### src/design/tfc_pkg.sv
package tfc_pkg;

	// ------------------------------------------------------------
	// Sizes
	// ------------------------------------------------------------
	localparam int SITES = 2;
	localparam int CNT_W = 16;
	localparam int GPIO_W = 8;
	localparam int COND_W = 2;

	// ------------------------------------------------------------
	// Timing
	// ------------------------------------------------------------
	localparam int CLK_PERIOD_PS = 25000;
	// Least width of a capture or edge-type duplex strobe.
	localparam int STROBE_NS = 100;
	localparam int STROBE_CYC_RAW =
		(STROBE_NS * 1000 + CLK_PERIOD_PS - 1) / CLK_PERIOD_PS;
	localparam int STROBE_CYC = (STROBE_CYC_RAW < 1) ? 1 : STROBE_CYC_RAW;
	localparam int SYNC_STAGES = 3;

	// ------------------------------------------------------------
	// Values after reset
	// ------------------------------------------------------------
	localparam logic RST_N_RESET = 1'b0;
	localparam logic IRQ_RESET = 1'b0;
	localparam logic STROBE_RESET = 1'b0;
	localparam logic REV_RESET = 1'b0;
	localparam logic [GPIO_W-1:0] GPIO_OE_RESET = 8'h00;
	localparam logic [GPIO_W-1:0] GPIO_OUT_RESET = 8'h00;

endpackage : tfc_pkg

### src/design/tfc_sync.sv
`timescale 1ns/1ps
module tfc_sync #(
	parameter int WIDTH = 1
) (
	// Clock and reset
	input wire logic clk_i,
	input wire logic rst_n_i,
	// Asynchronous input and filtered result
	input wire logic [WIDTH-1:0] async_i,
	input wire logic [WIDTH-1:0] reset_value_i,
	output logic [WIDTH-1:0] sync_o
);

	// ------------------------------------------------------------
	// State
	// ------------------------------------------------------------
	typedef struct packed {
		logic [WIDTH-1:0] s1;
		logic [WIDTH-1:0] s2;
		logic [WIDTH-1:0] s3;
		logic [WIDTH-1:0] val;
		logic [1:0] fill;
	} tfc_sync_s;

	tfc_sync_s st_q;
	tfc_sync_s st_d;

	if (WIDTH < 1)
	begin : g_chk
		$error("tfc_sync: WIDTH must be at least one");
	end

	// A bit only moves once stages two and three agree, so a single
	// metastable sample never reaches the logic. The first stage feeds
	// the second only. Stages two and three still hold reset zeros for
	// three clocks after release, so the filter waits for the fill count;
	// until then the output shows the given value, also during reset.
	always_comb
	begin
		st_d = st_q;
		st_d.s1 = async_i;
		st_d.s2 = st_q.s1;
		st_d.s3 = st_q.s2;
		if (st_q.fill != 2'h3)
		begin
			st_d.fill = st_q.fill + 2'h1;
			st_d.val = reset_value_i;
		end
		else
		begin
			for (int i = 0; i < WIDTH; i++)
			begin
				if (st_q.s2[i] == st_q.s3[i])
				begin
					st_d.val[i] = st_q.s3[i];
				end
			end
		end
	end

	always_ff @(posedge clk_i or negedge rst_n_i)
	begin
		if (!rst_n_i)
		begin
			st_q <= '0;
		end
		else
		begin
			st_q <= st_d;
		end
	end

	assign sync_o = (st_q.fill == 2'h0) ? reset_value_i : st_q.val;

endmodule : tfc_sync

### src/design/tfc_top.sv
// Behaviour
// - A rising transmit-capture strobe marks downlink time for the card.
// - A rising receive-capture strobe marks uplink time for the card.
// - Original revision: one receive-on rise starts uplink, ends downlink.
// - Later revision: receive-on is high for the whole uplink window.
// - Original revision: a transmit-on rising edge starts each downlink.
// - Later revision: transmit-on is high for the whole downlink window.
// - Receive-off rises at uplink end on the original revision only.
// - A timed power-amplifier enable event is driven from the schedule.
// - A timed antenna-switch event follows the duplex schedule.
// - An active-high interrupt line is driven toward the card.
// - An active-low reset holds the front-end chip in reset while low.
// - Each site has an eight-bit later-revision bank, per-bit direction.
// - Each site has a further eight-bit general bank, per-bit direction.
`timescale 1ns/1ps
module tfc_top #(
	parameter int SITES = tfc_pkg::SITES,
	parameter int CNT_W = tfc_pkg::CNT_W
) (
	// Clock and reset
	input wire logic clk_i,
	input wire logic rst_n_i,
	// Schedule control, per site
	input wire logic [SITES-1:0] site_enable_i,
	input wire logic [SITES-1:0] revised_card_i,
	input wire logic [SITES-1:0][CNT_W-1:0] frame_len_i,
	input wire logic [SITES-1:0][CNT_W-1:0] tx_start_i,
	input wire logic [SITES-1:0][CNT_W-1:0] tx_stop_i,
	input wire logic [SITES-1:0][CNT_W-1:0] rx_start_i,
	input wire logic [SITES-1:0][CNT_W-1:0] rx_stop_i,
	input wire logic [SITES-1:0][CNT_W-1:0] pa_start_i,
	input wire logic [SITES-1:0][CNT_W-1:0] pa_stop_i,
	// Card control requests, per site
	input wire logic [SITES-1:0] irq_request_i,
	input wire logic [SITES-1:0] reset_request_i,
	// General-purpose bank control, per site
	input wire logic [SITES-1:0][7:0] revised_io_out_i,
	input wire logic [SITES-1:0][7:0] revised_io_dir_i,
	input wire logic [SITES-1:0][7:0] general_io_out_i,
	input wire logic [SITES-1:0][7:0] general_io_dir_i,
	// Card pins in
	input wire logic [SITES-1:0] frontend_busy_n_i,
	input wire logic [SITES-1:0][1:0] frontend_condition_in_i,
	input wire logic [SITES-1:0][7:0] revised_card_io_bank_i,
	input wire logic [SITES-1:0][7:0] site_general_io_bank_i,
	// Card pins out
	output logic [SITES-1:0] transmit_capture_strobe_o,
	output logic [SITES-1:0] receive_capture_strobe_o,
	output logic [SITES-1:0] receive_on_strobe_o,
	output logic [SITES-1:0] transmit_on_strobe_o,
	output logic [SITES-1:0] receive_off_strobe_o,
	output logic [SITES-1:0] power_amp_enable_event_o,
	output logic [SITES-1:0] antenna_switch_event_o,
	output logic [SITES-1:0] frontend_interrupt_out_o,
	output logic [SITES-1:0] frontend_reset_n_o,
	output logic [SITES-1:0][7:0] revised_card_io_bank_o,
	output logic [SITES-1:0][7:0] revised_card_io_bank_oe_o,
	output logic [SITES-1:0][7:0] site_general_io_bank_o,
	output logic [SITES-1:0][7:0] site_general_io_bank_oe_o,
	// Status toward local logic
	output logic [SITES-1:0] frontend_busy_o,
	output logic [SITES-1:0] serial_start_ok_o,
	output logic [SITES-1:0][1:0] frontend_condition_o,
	output logic [SITES-1:0][7:0] revised_io_in_o,
	output logic [SITES-1:0][7:0] general_io_in_o,
	output logic [SITES-1:0] frame_start_o
);

	// ------------------------------------------------------------
	// Checks and types
	// ------------------------------------------------------------
	// One site's pins in the synchroniser vector, busy on top.
	localparam int PIN_W = 1 + 2 + 8 + 8;
	localparam int BUSY_AT = PIN_W - 1;
	localparam int COND_AT = 16;
	localparam int REV_AT = 8;
	localparam int SYNC_W = SITES * PIN_W;

	if (SITES < 1 || CNT_W < 4 || CNT_W > 31)
	begin : g_chk
		$error("tfc_top: SITES must be >= 1 and CNT_W in 4..31");
	end

	// A strobe as long as the whole count range could never end.
	if (CNT_W < 31 && tfc_pkg::STROBE_CYC >= (1 << CNT_W))
	begin : g_chk_strobe
		$error("tfc_top: strobe width exceeds the count range");
	end

	typedef struct packed {
		logic [SITES-1:0][CNT_W-1:0] cnt;
		logic [SITES-1:0] run;
		logic [SITES-1:0] rev;
		logic [SITES-1:0] fstart;
		logic [SITES-1:0] tx_cap;
		logic [SITES-1:0] rx_cap;
		logic [SITES-1:0] rx_on;
		logic [SITES-1:0] tx_on;
		logic [SITES-1:0] rx_off;
		logic [SITES-1:0] pa;
		logic [SITES-1:0] ant;
		logic [SITES-1:0] irq;
		logic [SITES-1:0] rst_n;
		logic [SITES-1:0][7:0] rgp_out;
		logic [SITES-1:0][7:0] rgp_oe;
		logic [SITES-1:0][7:0] ggp_out;
		logic [SITES-1:0][7:0] ggp_oe;
	} tfc_state_s;

	tfc_state_s st_q;
	tfc_state_s st_d;

	logic [SYNC_W-1:0] sync_raw;
	logic [SYNC_W-1:0] sync_init;
	logic [SYNC_W-1:0] sync_val;

	// ------------------------------------------------------------
	// Window helpers
	// ------------------------------------------------------------
	// Level window [a, b); an empty window when b <= a.
	function automatic logic in_win(
		input logic [CNT_W-1:0] c,
		input logic [CNT_W-1:0] a,
		input logic [CNT_W-1:0] b
	);
		return (c >= a) && (c < b);
	endfunction : in_win

	// Strobe of STROBE_CYC cycles that starts when the count reaches a.
	// The end is one bit wider so a strobe near the top cannot wrap.
	function automatic logic in_pulse(
		input logic [CNT_W-1:0] c,
		input logic [CNT_W-1:0] a
	);
		logic [CNT_W:0] e;
		e = {1'b0, a} + (CNT_W+1)'(tfc_pkg::STROBE_CYC);
		return (c >= a) && ({1'b0, c} < e);
	endfunction : in_pulse

	// ------------------------------------------------------------
	// Pin input synchronisers
	// ------------------------------------------------------------
	for (genvar s = 0; s < SITES; s++)
	begin : g_pins
		logic [PIN_W-1:0] site_pins;
		assign sync_raw[s*PIN_W +: PIN_W] = {
			frontend_busy_n_i[s],
			frontend_condition_in_i[s],
			revised_card_io_bank_i[s],
			site_general_io_bank_i[s]
		};
		// Busy reads idle-high until the pipe fills, to avoid a false busy.
		assign sync_init[s*PIN_W +: PIN_W] = {1'b1, {(PIN_W-1){1'b0}}};
		assign site_pins = sync_val[s*PIN_W +: PIN_W];
		assign frontend_busy_o[s] = ~site_pins[BUSY_AT];
		assign frontend_condition_o[s] = site_pins[COND_AT +: 2];
		assign revised_io_in_o[s] = site_pins[REV_AT +: 8];
		assign general_io_in_o[s] = site_pins[7:0];
		// A card held in reset cannot take a serial operation either.
		assign serial_start_ok_o[s] = site_pins[BUSY_AT] & st_q.rst_n[s];
	end

	tfc_sync #(
		.WIDTH(SYNC_W)
	) u_sync (
		.clk_i(clk_i),
		.rst_n_i(rst_n_i),
		.async_i(sync_raw),
		.reset_value_i(sync_init),
		.sync_o(sync_val)
	);

	// ------------------------------------------------------------
	// Per-site duplex schedule
	// ------------------------------------------------------------
	// A window or strobe that reaches past the frame length is cut at the
	// frame end, as the count wraps before it closes. Window edges and the
	// frame length are read live, so a change lands on the next cycle, even in mid-frame.
	always_comb
	begin
		logic act;
		logic rev;
		logic dl;
		logic ul;
		logic [CNT_W-1:0] c;
		logic [CNT_W:0] nxt;
		act = 1'b0;
		rev = 1'b0;
		dl = 1'b0;
		ul = 1'b0;
		c = '0;
		nxt = '0;
		st_d = st_q;
		for (int s = 0; s < SITES; s++)
		begin
			// Frame counter; the card revision is taken at each frame
			// start so a strobe never changes meaning mid-frame.
			c = st_q.cnt[s];
			nxt = {1'b0, c} + {{CNT_W{1'b0}}, 1'b1};
			st_d.fstart[s] = 1'b0;
			if (!site_enable_i[s])
			begin
				st_d.run[s] = 1'b0;
				st_d.cnt[s] = '0;
			end
			else if (!st_q.run[s] || nxt >= {1'b0, frame_len_i[s]})
			begin
				st_d.run[s] = 1'b1;
				st_d.cnt[s] = '0;
				st_d.rev[s] = revised_card_i[s];
				st_d.fstart[s] = 1'b1;
			end
			else
			begin
				st_d.cnt[s] = nxt[CNT_W-1:0];
			end

			act = st_q.run[s];
			rev = st_q.rev[s];
			dl = act && in_win(c, tx_start_i[s], tx_stop_i[s]);
			ul = act && in_win(c, rx_start_i[s], rx_stop_i[s]);

			st_d.tx_cap[s] = act && in_pulse(c, tx_start_i[s]);
			st_d.rx_cap[s] = act && in_pulse(c, rx_start_i[s]);
			if (rev)
			begin
				st_d.rx_on[s] = ul;
				st_d.tx_on[s] = dl;
				st_d.rx_off[s] = 1'b0;
			end
			else
			begin
				// Receive-on also closes the downlink here.
				st_d.rx_on[s] = act && in_pulse(c, rx_start_i[s]);
				st_d.tx_on[s] = act && in_pulse(c, tx_start_i[s]);
				st_d.rx_off[s] = act && in_pulse(c, rx_stop_i[s]);
			end
			st_d.pa[s] = act && in_win(c, pa_start_i[s], pa_stop_i[s]);
			// High selects the transmit path, low the receive path.
			st_d.ant[s] = dl;

			st_d.irq[s] = irq_request_i[s];
			st_d.rst_n[s] = ~reset_request_i[s];

			st_d.rgp_out[s] = revised_io_out_i[s];
			st_d.rgp_oe[s] = revised_io_dir_i[s];
			st_d.ggp_out[s] = general_io_out_i[s];
			st_d.ggp_oe[s] = general_io_dir_i[s];
		end
	end

	// ------------------------------------------------------------
	// State register
	// ------------------------------------------------------------
	always_ff @(posedge clk_i or negedge rst_n_i)
	begin
		if (!rst_n_i)
		begin
			st_q.cnt <= '0;
			st_q.run <= '0;
			st_q.rev <= {SITES{tfc_pkg::REV_RESET}};
			st_q.fstart <= '0;
			st_q.tx_cap <= {SITES{tfc_pkg::STROBE_RESET}};
			st_q.rx_cap <= {SITES{tfc_pkg::STROBE_RESET}};
			st_q.rx_on <= {SITES{tfc_pkg::STROBE_RESET}};
			st_q.tx_on <= {SITES{tfc_pkg::STROBE_RESET}};
			st_q.rx_off <= {SITES{tfc_pkg::STROBE_RESET}};
			st_q.pa <= {SITES{tfc_pkg::STROBE_RESET}};
			st_q.ant <= {SITES{tfc_pkg::STROBE_RESET}};
			st_q.irq <= {SITES{tfc_pkg::IRQ_RESET}};
			// The card chip stays in reset until the logic runs.
			st_q.rst_n <= {SITES{tfc_pkg::RST_N_RESET}};
			st_q.rgp_out <= {SITES{tfc_pkg::GPIO_OUT_RESET}};
			st_q.rgp_oe <= {SITES{tfc_pkg::GPIO_OE_RESET}};
			st_q.ggp_out <= {SITES{tfc_pkg::GPIO_OUT_RESET}};
			st_q.ggp_oe <= {SITES{tfc_pkg::GPIO_OE_RESET}};
		end
		else
		begin
			st_q <= st_d;
		end
	end

	// ------------------------------------------------------------
	// Outputs
	// ------------------------------------------------------------
	assign transmit_capture_strobe_o = st_q.tx_cap;
	assign receive_capture_strobe_o = st_q.rx_cap;
	assign receive_on_strobe_o = st_q.rx_on;
	assign transmit_on_strobe_o = st_q.tx_on;
	assign receive_off_strobe_o = st_q.rx_off;
	assign power_amp_enable_event_o = st_q.pa;
	assign antenna_switch_event_o = st_q.ant;
	assign frontend_interrupt_out_o = st_q.irq;
	assign frontend_reset_n_o = st_q.rst_n;
	assign revised_card_io_bank_o = st_q.rgp_out;
	assign revised_card_io_bank_oe_o = st_q.rgp_oe;
	assign site_general_io_bank_o = st_q.ggp_out;
	assign site_general_io_bank_oe_o = st_q.ggp_oe;
	assign frame_start_o = st_q.fstart;

endmodule : tfc_top

### config.mk
export PLATFORM = sky130hd
export DESIGN_NAME = tfc_top
export DESIGN_NICKNAME = d
export VERILOG_FILES = /design/src/design/tfc_pkg.sv /design/src/design/tfc_sync.sv /design/src/design/tfc_top.sv
export SDC_FILE = /design/constraint.sdc
export NUM_CORES = 1
export LEC_CHECK = 0
export ABC_AREA = 0
export BUFFER_PORTS_ARGS = -buffer_cell sky130_fd_sc_hd__buf_2
export CAP_MARGIN = 10
export CORE_UTILIZATION = 56
export DETAILED_ROUTE_END_ITERATION = 7
export HOLD_SLACK_MARGIN = 0.02
export PLACE_DENSITY = 0.91
export SYNTH_ARGS = -nofsm -noshare
export SYNTH_HDL_FRONTEND = slang
export SYNTH_HIERARCHICAL = 1
export SYNTH_SLANG_ARGS = --single-unit
### constraint.sdc
create_clock -name clk_i -period 3.7 [get_ports clk_i]
set_input_delay 0.555 -clock clk_i [delete_from_list [all_inputs] [get_ports clk_i]]
set_output_delay 0.555 -clock clk_i [all_outputs]
set_load 0.01 [all_outputs]
==> results of run 1 <==
[synthesized netlist by cell type, drive strengths merged (3+ instances only)]
cell type  instances  area, um2
a2111oi            5       43.8
a211o             11       96.3
a211oi            26        200
a21o              22        165
a21oi             69        345
a221oi             4       35.0
a31oi             46        288
a41oi              3       26.3
and2              10       62.6
and2b             11       90.1
and3              14       87.6
and4              11       98.8
buf              106        796
clkbuf             7       26.3
dfrtp            274       6860
ha               315       3940
inv              243        912
mux2              76        995
nand2             55        206
nand2b            77        482
nand3             66        340
nand4             45        297
nor2              54        205
nor2b             32        263
nor3              36        180
nor4              14       87.6
o2111ai            8       70.1
o211ai            15        113
o21a              15        113
o21ai             95        475
o22ai             37        244
o31a               3       26.3
o31ai              4       43.8
or2b              11       82.6
xnor2            129       1130
xor2              10       87.6
[power groups by stage]
stage	combinational [uW]	sequential, uW	clock, uW
after floorplan	668	3270	0
after global placement	1080	3290	0
after detailed placement	1130	3300	0
after CTS	1150	3250	3200
after global routing	1290	3270	3330
final	1160	3250	3150
[per-stage QoR]
step | util [%] | setup TNS, ns | hold slack (ns) | cell area [um2]
global placement | 65.3 | 0 | 0.332 | 22600
floorplan | - | 0 | 0.259 | 20200
detailed placement | 65.3 | 0 | 0.335 | 22600
finish | 68.4 | 0 | 0.0757 | 23700
global route | 68.4 | -0.00830 | 0.0513 | 23700
CTS | 68.4 | 0 | 0.0508 | 23700
[worst reg2reg max path, stage by stage (launching register included)]
cell	delay, ns
dfrtp_1	0.46
ha_1	0.26
and4_4	0.25
nand4_4	0.13
nor2_1	0.21
xor2_1	0.21
ha_1	0.27
and4_1	0.20
nand3_1	0.14
a21oi_1	0.07
o41ai_2	0.59
nand3_4	0.27
buf_4	0.25
nor2b_2	0.11
[worst paths after layout]
path,cells past startpoint,to,slack (ns)
max,13,st_q[99],0.21
min,1,u_sync/st_d[85],0.08
max reg2reg,13,st_q[99],0.21
min reg2reg,0,u_sync/st_d[73],0.34
max in group asynchronous,3,receive_off_strobe_o[1],2.01
min in group asynchronous,2,u_sync/st_q[62],0.58
[state kept, by name, summed over array words and instances, names as in the netlist, 16 cells and up]
name	count
u_sync/st_q	78
u_sync/st_d	76
st_q	36
revised_card_io_bank_o	16
revised_card_io_bank_oe_o	16
site_general_io_bank_o	16
site_general_io_bank_oe_o	16
[what timing repair did]
item / in CTS / in global routing
endpoints found under the setup margin: 0 / 11
buffers inserted: 0 / 0
hold endpoints to repair: 80 / 0
hold buffers: 1 / 0
gates resized for setup: 0 / 2
[kinds of logic (layout without fill, tap and decap cells)]
family / after synthesis / after routing / share of synthesized area (%)
AND/OR/NAND/NOR: 442 / 442 / 12.8
adder cells (fa/ha/maj): 315 / 315 / 19.9
AO/OA/AOI/OAI: 385 / 385 / 12.6
other: 2 / 121 / 0.0380
multiplexers: 77 / 77 / 5.08
buffers and inverters: 356 / 800 / 8.77
XOR/XNOR: 139 / 139 / 6.15
flip-flops: 274 / 274 / 34.7
[cell type report]
cell class,instances,area [um2]
timing repair buffer,501,2650
tap,455,569
multi-input combinational,1473,11600
inverter,243,912
sequential,274,6860
antenna,6,15.0
fill,2540,10900
clock inverter,15,189
clock buffer,41,862
[per-layer routing]
metal,track usage (%),up-vias,part of all wire (%)
met5,0,-,0.086
met4,17.0,8,6.0
met3,6.18,231,7.9
met2,54.3,757,48
met1,35.8,8062,38
li1,-,7919,-
==> impl_metrics.ini, run 1 <==
[clock_tree]
cts_root_buf = clkbuf_16
clockBufferDepth = 3
clk_pin_slew_ns = 0.07
cts_max_level = 1
cts_tree = built
clk_latency_ns = 0.58
clock_sinks = 274
cts_buffers = 30

[floorplanning]
dieArea_mm2 = 0.0361
core-area_mm2 = 0.0346
initial_core_util_pct = 57.1
chipWidth_um = 190
die_h_um = 190
io_pins = 460
placementRows = 68

[flow_run]
drv_cap = 0

[yosys]
yosysUniqueCellTypes = 74
postSynthCellCount = 1990
synth_edf_count = 0
async_flop_share_pct = 100
syn_area_mm2 = 0.0198
ys_warn_count = 6
synth-main-ff-cell = dfrtp_1
synth.avg_cell_area_um2 = 9.94
ys_seq_area_share_pct = 34.7
ys_ff_latch = 274

[global_routing]
grt_overflow = 0
antenna_found_initial = 9
grt_pass1_wl_mm = 89.0
grt_usage_pct = 31.2
grt_max_degree = 84
grt_pass1_vias = 17800

[drt]
ant_nets = 0
drc = 0
post_drt_wl_per_cell_um = 18.9
wirelength_mm = 56.8
dr.pass1.iters = 7
vias = 17000
routed_via_density = 5.64
drt-initial-drc-count = 913

[sta]
period_needed_ns = 3.49
maxSlewViolCount = 0
setup_ws_ns = 0.210
hold_viol = 0
slew_headroom_pct = 40.9
worstMarginPinSlew_ns = 0.887
finalCritPeriodShare_pct = 94.3
fin_worst_skew_ns = 0.0107
fmax_mhz = 287
setup_viol = 0

[placed_design]
gp_congestion = 0.933
numPortBuffers = 459
preCtsSetupSlack_ns = 0.143
hpwl_mm = 42.8
dpl.cell_count = 2945

[run_status]
status = completed

[critical_path]
crit_family = simple AND/OR/NAND/NOR gates
worst_path_most_repeated_cell = ha_1
r2r-start = st_q[89]
critPathMaxStageDelay_ns = 0.59
critPathRequiredTime_ns = 4.22
startpoint = st_q[89]
cp.buffers_inverters = 1
setup.worst_path.start_class = register
critPathKind = reg -> reg
critPathCaptureType = register
cp_max_fo = 11
crit_slowest_cell = o41ai_2
path_cells = ha_1, and4_4, nand4_4, nor2_1, xor2_1, ha_1, and4_1, nand3_1, a21oi_1, o41ai_2, nand3_4, buf_4, nor2b_2
arrival_ns = 4.01

[pwr]
ir_drop_mv = 0.460
total_power_uw = 7560
p_switching_uw = 2030
internal_power_uw = 5540
power_frac_comb_pct = 15.4
pwr-share-clk_pct = 41.6
power.density_mw_per_mm2 = 319
seqPwrFrac_pct = 43.0
swShare_pct = 26.8
p_leak_uw = 0.0126

[cells_and_area]
area_growth_pct = 19.8
finalNonFillerCells = 3008
layout-drive-gt1-share_pct = 26.2
fin_nets = 3174
mostFrequentLayoutCell = buf_2
mostFrequentLayoutCells = buf_2, ha_1, dfrtp_1

[min_path]
hold_start = site_general_io_bank_i[7]
min_path_type = in -> reg
No activity file was read; power rests on OpenSTA's default activity.
==> run 2: changes to the inputs <==
--- a/config.mk
+++ b/config.mk
@@ -12,6 +12,7 @@
 export DETAILED_ROUTE_END_ITERATION = 7
 export HOLD_SLACK_MARGIN = 0.02
 export PLACE_DENSITY = 0.91
+export SETUP_SLACK_MARGIN = 0.4
 export SYNTH_ARGS = -nofsm -noshare
 export SYNTH_HDL_FRONTEND = slang
 export SYNTH_HIERARCHICAL = 1
==> impl_metrics.ini, run 2 (synthesis results as in run 1) <==
[global_routing]
grt_max_degree = 84
grt_pass1_vias = 17800
grt_usage_pct = 31.3
grt_pass1_wl_mm = 89.4
antenna_found_initial = 9
grt_overflow = 0

[cells_and_area]
mostFrequentLayoutCell = buf_2
layout-drive-gt1-share_pct = 27.0
finalNonFillerCells = 3019
largest_reg_flops = 78
fin_nets = 3184
top_register = u_sync/st_q
area_growth_pct = 20.6
stdcell_area_mm2 = 0.0238
mostFrequentLayoutCells = buf_2, ha_1, dfrtp_1

[drt]
routed_via_density = 5.63
drt-initial-drc-count = 936
wirelength_mm = 57.4
ant_nets = 0
vias = 17000
post_drt_wl_per_cell_um = 19.0
drc = 0
dr.pass1.iters = 5

[clock_tree]
clk_latency_ns = 0.59
clockBufferDepth = 3
clock_sinks = 274
cts_tree = built
cts_max_level = 1
cts_root_buf = clkbuf_16
cts_buffers = 30
clk_pin_slew_ns = 0.07

[critical_path]
startpoint = st_q[91]
cp.buffers_inverters = 2
r2r_end = st_q[103]
critPathMaxStageDelay_ns = 0.41
r2r-start = st_q[91]
path_cells = nand3_1, nor2_2, and4_2, nand4_1, xnor2_2, ha_1, and4_1, nand3_1, nor4_2, nor4_1, buf_4, nand3_2, buf_4, and2b_2
r2r_cells = 14
critPathKind = reg -> reg
setup.worst_path.start_class = register
critPathCaptureType = register
arrival_ns = 3.69
cp.depth = 14
rrSetupSlack_ns = 0.48
crit_family = simple AND/OR/NAND/NOR gates
crit_end = st_q[103]
cp_max_fo = 5
crit_slowest_cell = dfrtp_2
critPathRequiredTime_ns = 4.17

[pwr]
ir_drop_mv = 0.460
power.density_mw_per_mm2 = 317
p_leak_uw = 0.0127

[sta]
fin_worst_skew_ns = 0.0127
fin_setup_tns_ns = 0
rsz0062_at_grt = no
fmax_mhz = 311
maxSlewViolCount = 0
slew_headroom_pct = 40.2
finalCritPeriodShare_pct = 87.0
hold_viol = 0
worstMarginPinSlew_ns = 0.897
setup_ws_ns = 0.480
setup_viol = 0
period_needed_ns = 3.22

[run_status]
status = completed

[placed_design]
hpwl_mm = 42.8
numPortBuffers = 459
dpl.cell_count = 2945
gp_congestion = 0.933
preCtsSetupSlack_ns = 0.143
dpl_cell_area_mm2 = 0.0226

[floorplanning]
placementRows = 68
io_pins = 460
die_h_um = 190
core-area_mm2 = 0.0346
dieArea_mm2 = 0.0361
chipWidth_um = 190
initial_core_util_pct = 57.1

[min_path]
min_path_type = in -> reg

[flow_run]
drv_cap = 0
run 2: cell count changes in the layout (fill, tap and decap cells not counted), sizes merged:
cell	previous run	this run
buf	500	510
diode	6	7
run 2: stage by stage:
| stage | hold WS, ns | power, uW | utilization (%) |
|---|---|---|---|
| floorplan | 0.259 | 3940 | - |
| global placement | 0.332 | 4370 | 65.3 |
| detailed placement | 0.335 | 4430 | 65.3 |
| CTS | 0.0508 | 7610 | 68.5 |
| global route | 0.0512 | 7890 | 68.9 |
| finish | 0.0764 | 7570 | 68.9 |
run 2: how the worst min path moves through the flow:
stage,to,from,depth (start not counted)
finish,u_sync/st_d[85],site_general_io_bank_i[7],1
global route,u_sync/st_d[86],revised_card_io_bank_i[0],1
floorplan,antenna_switch_event_o[0],rst_n_i,0
CTS,site_general_io_bank_o[15],general_io_out_i[15],1
global placement,u_sync/st_d[61],u_sync/st_d[99],0
detailed placement,u_sync/st_d[61],u_sync/st_d[99],0
run 2: layout make-up:
type	instances	area [um2]
repair buffers	511	2740
inverters	243	912
multi-input cells	1473	11700
flip-flops and latches	274	6860
well taps	455	569
fillers	2504	10800
clock buffers	41	862
clock inverters	15	189
diodes	7	17.5
run 2: worst reg2reg max path: cells and delay by family (launching register included):
family / cells / cell delay (ns)
buffers and inverters: 2 / 0.31
xor gates and xnor gates: 1 / 0.19
DFF: 1 / 0.41
and+or+nand+nor: 10 / 1.90
adders and majority gates: 1 / 0.31
run 2: power breakdown:
part	total (uW)	leakage, uW	switching (uW)	internal, uW
clock network	3150	0.000519	1290	1850
registers	3250	0.00323	99.5	3150
logic	1170	0.00897	634	537
run 2: per-layer routing:
layer | wire length, um | GRT usage, % | vias up
met5 | 49 | 0 | -
met4 | 3260 | 16.8 | 8
met3 | 4380 | 6.20 | 222
met2 | 28200 | 54.7 | 744
met1 | 21500 | 35.9 | 8084
li1 | - | - | 7938
run 2: repair_timing:
action | in CTS | in global routing
hold buffers | 1 | 0
endpoints found under the setup margin | 29 | 33
resized for setup | 2 | 15
setup buffers | 4 | 6
pin swaps | 2 | 2
hold endpoints to repair | 80 | 0
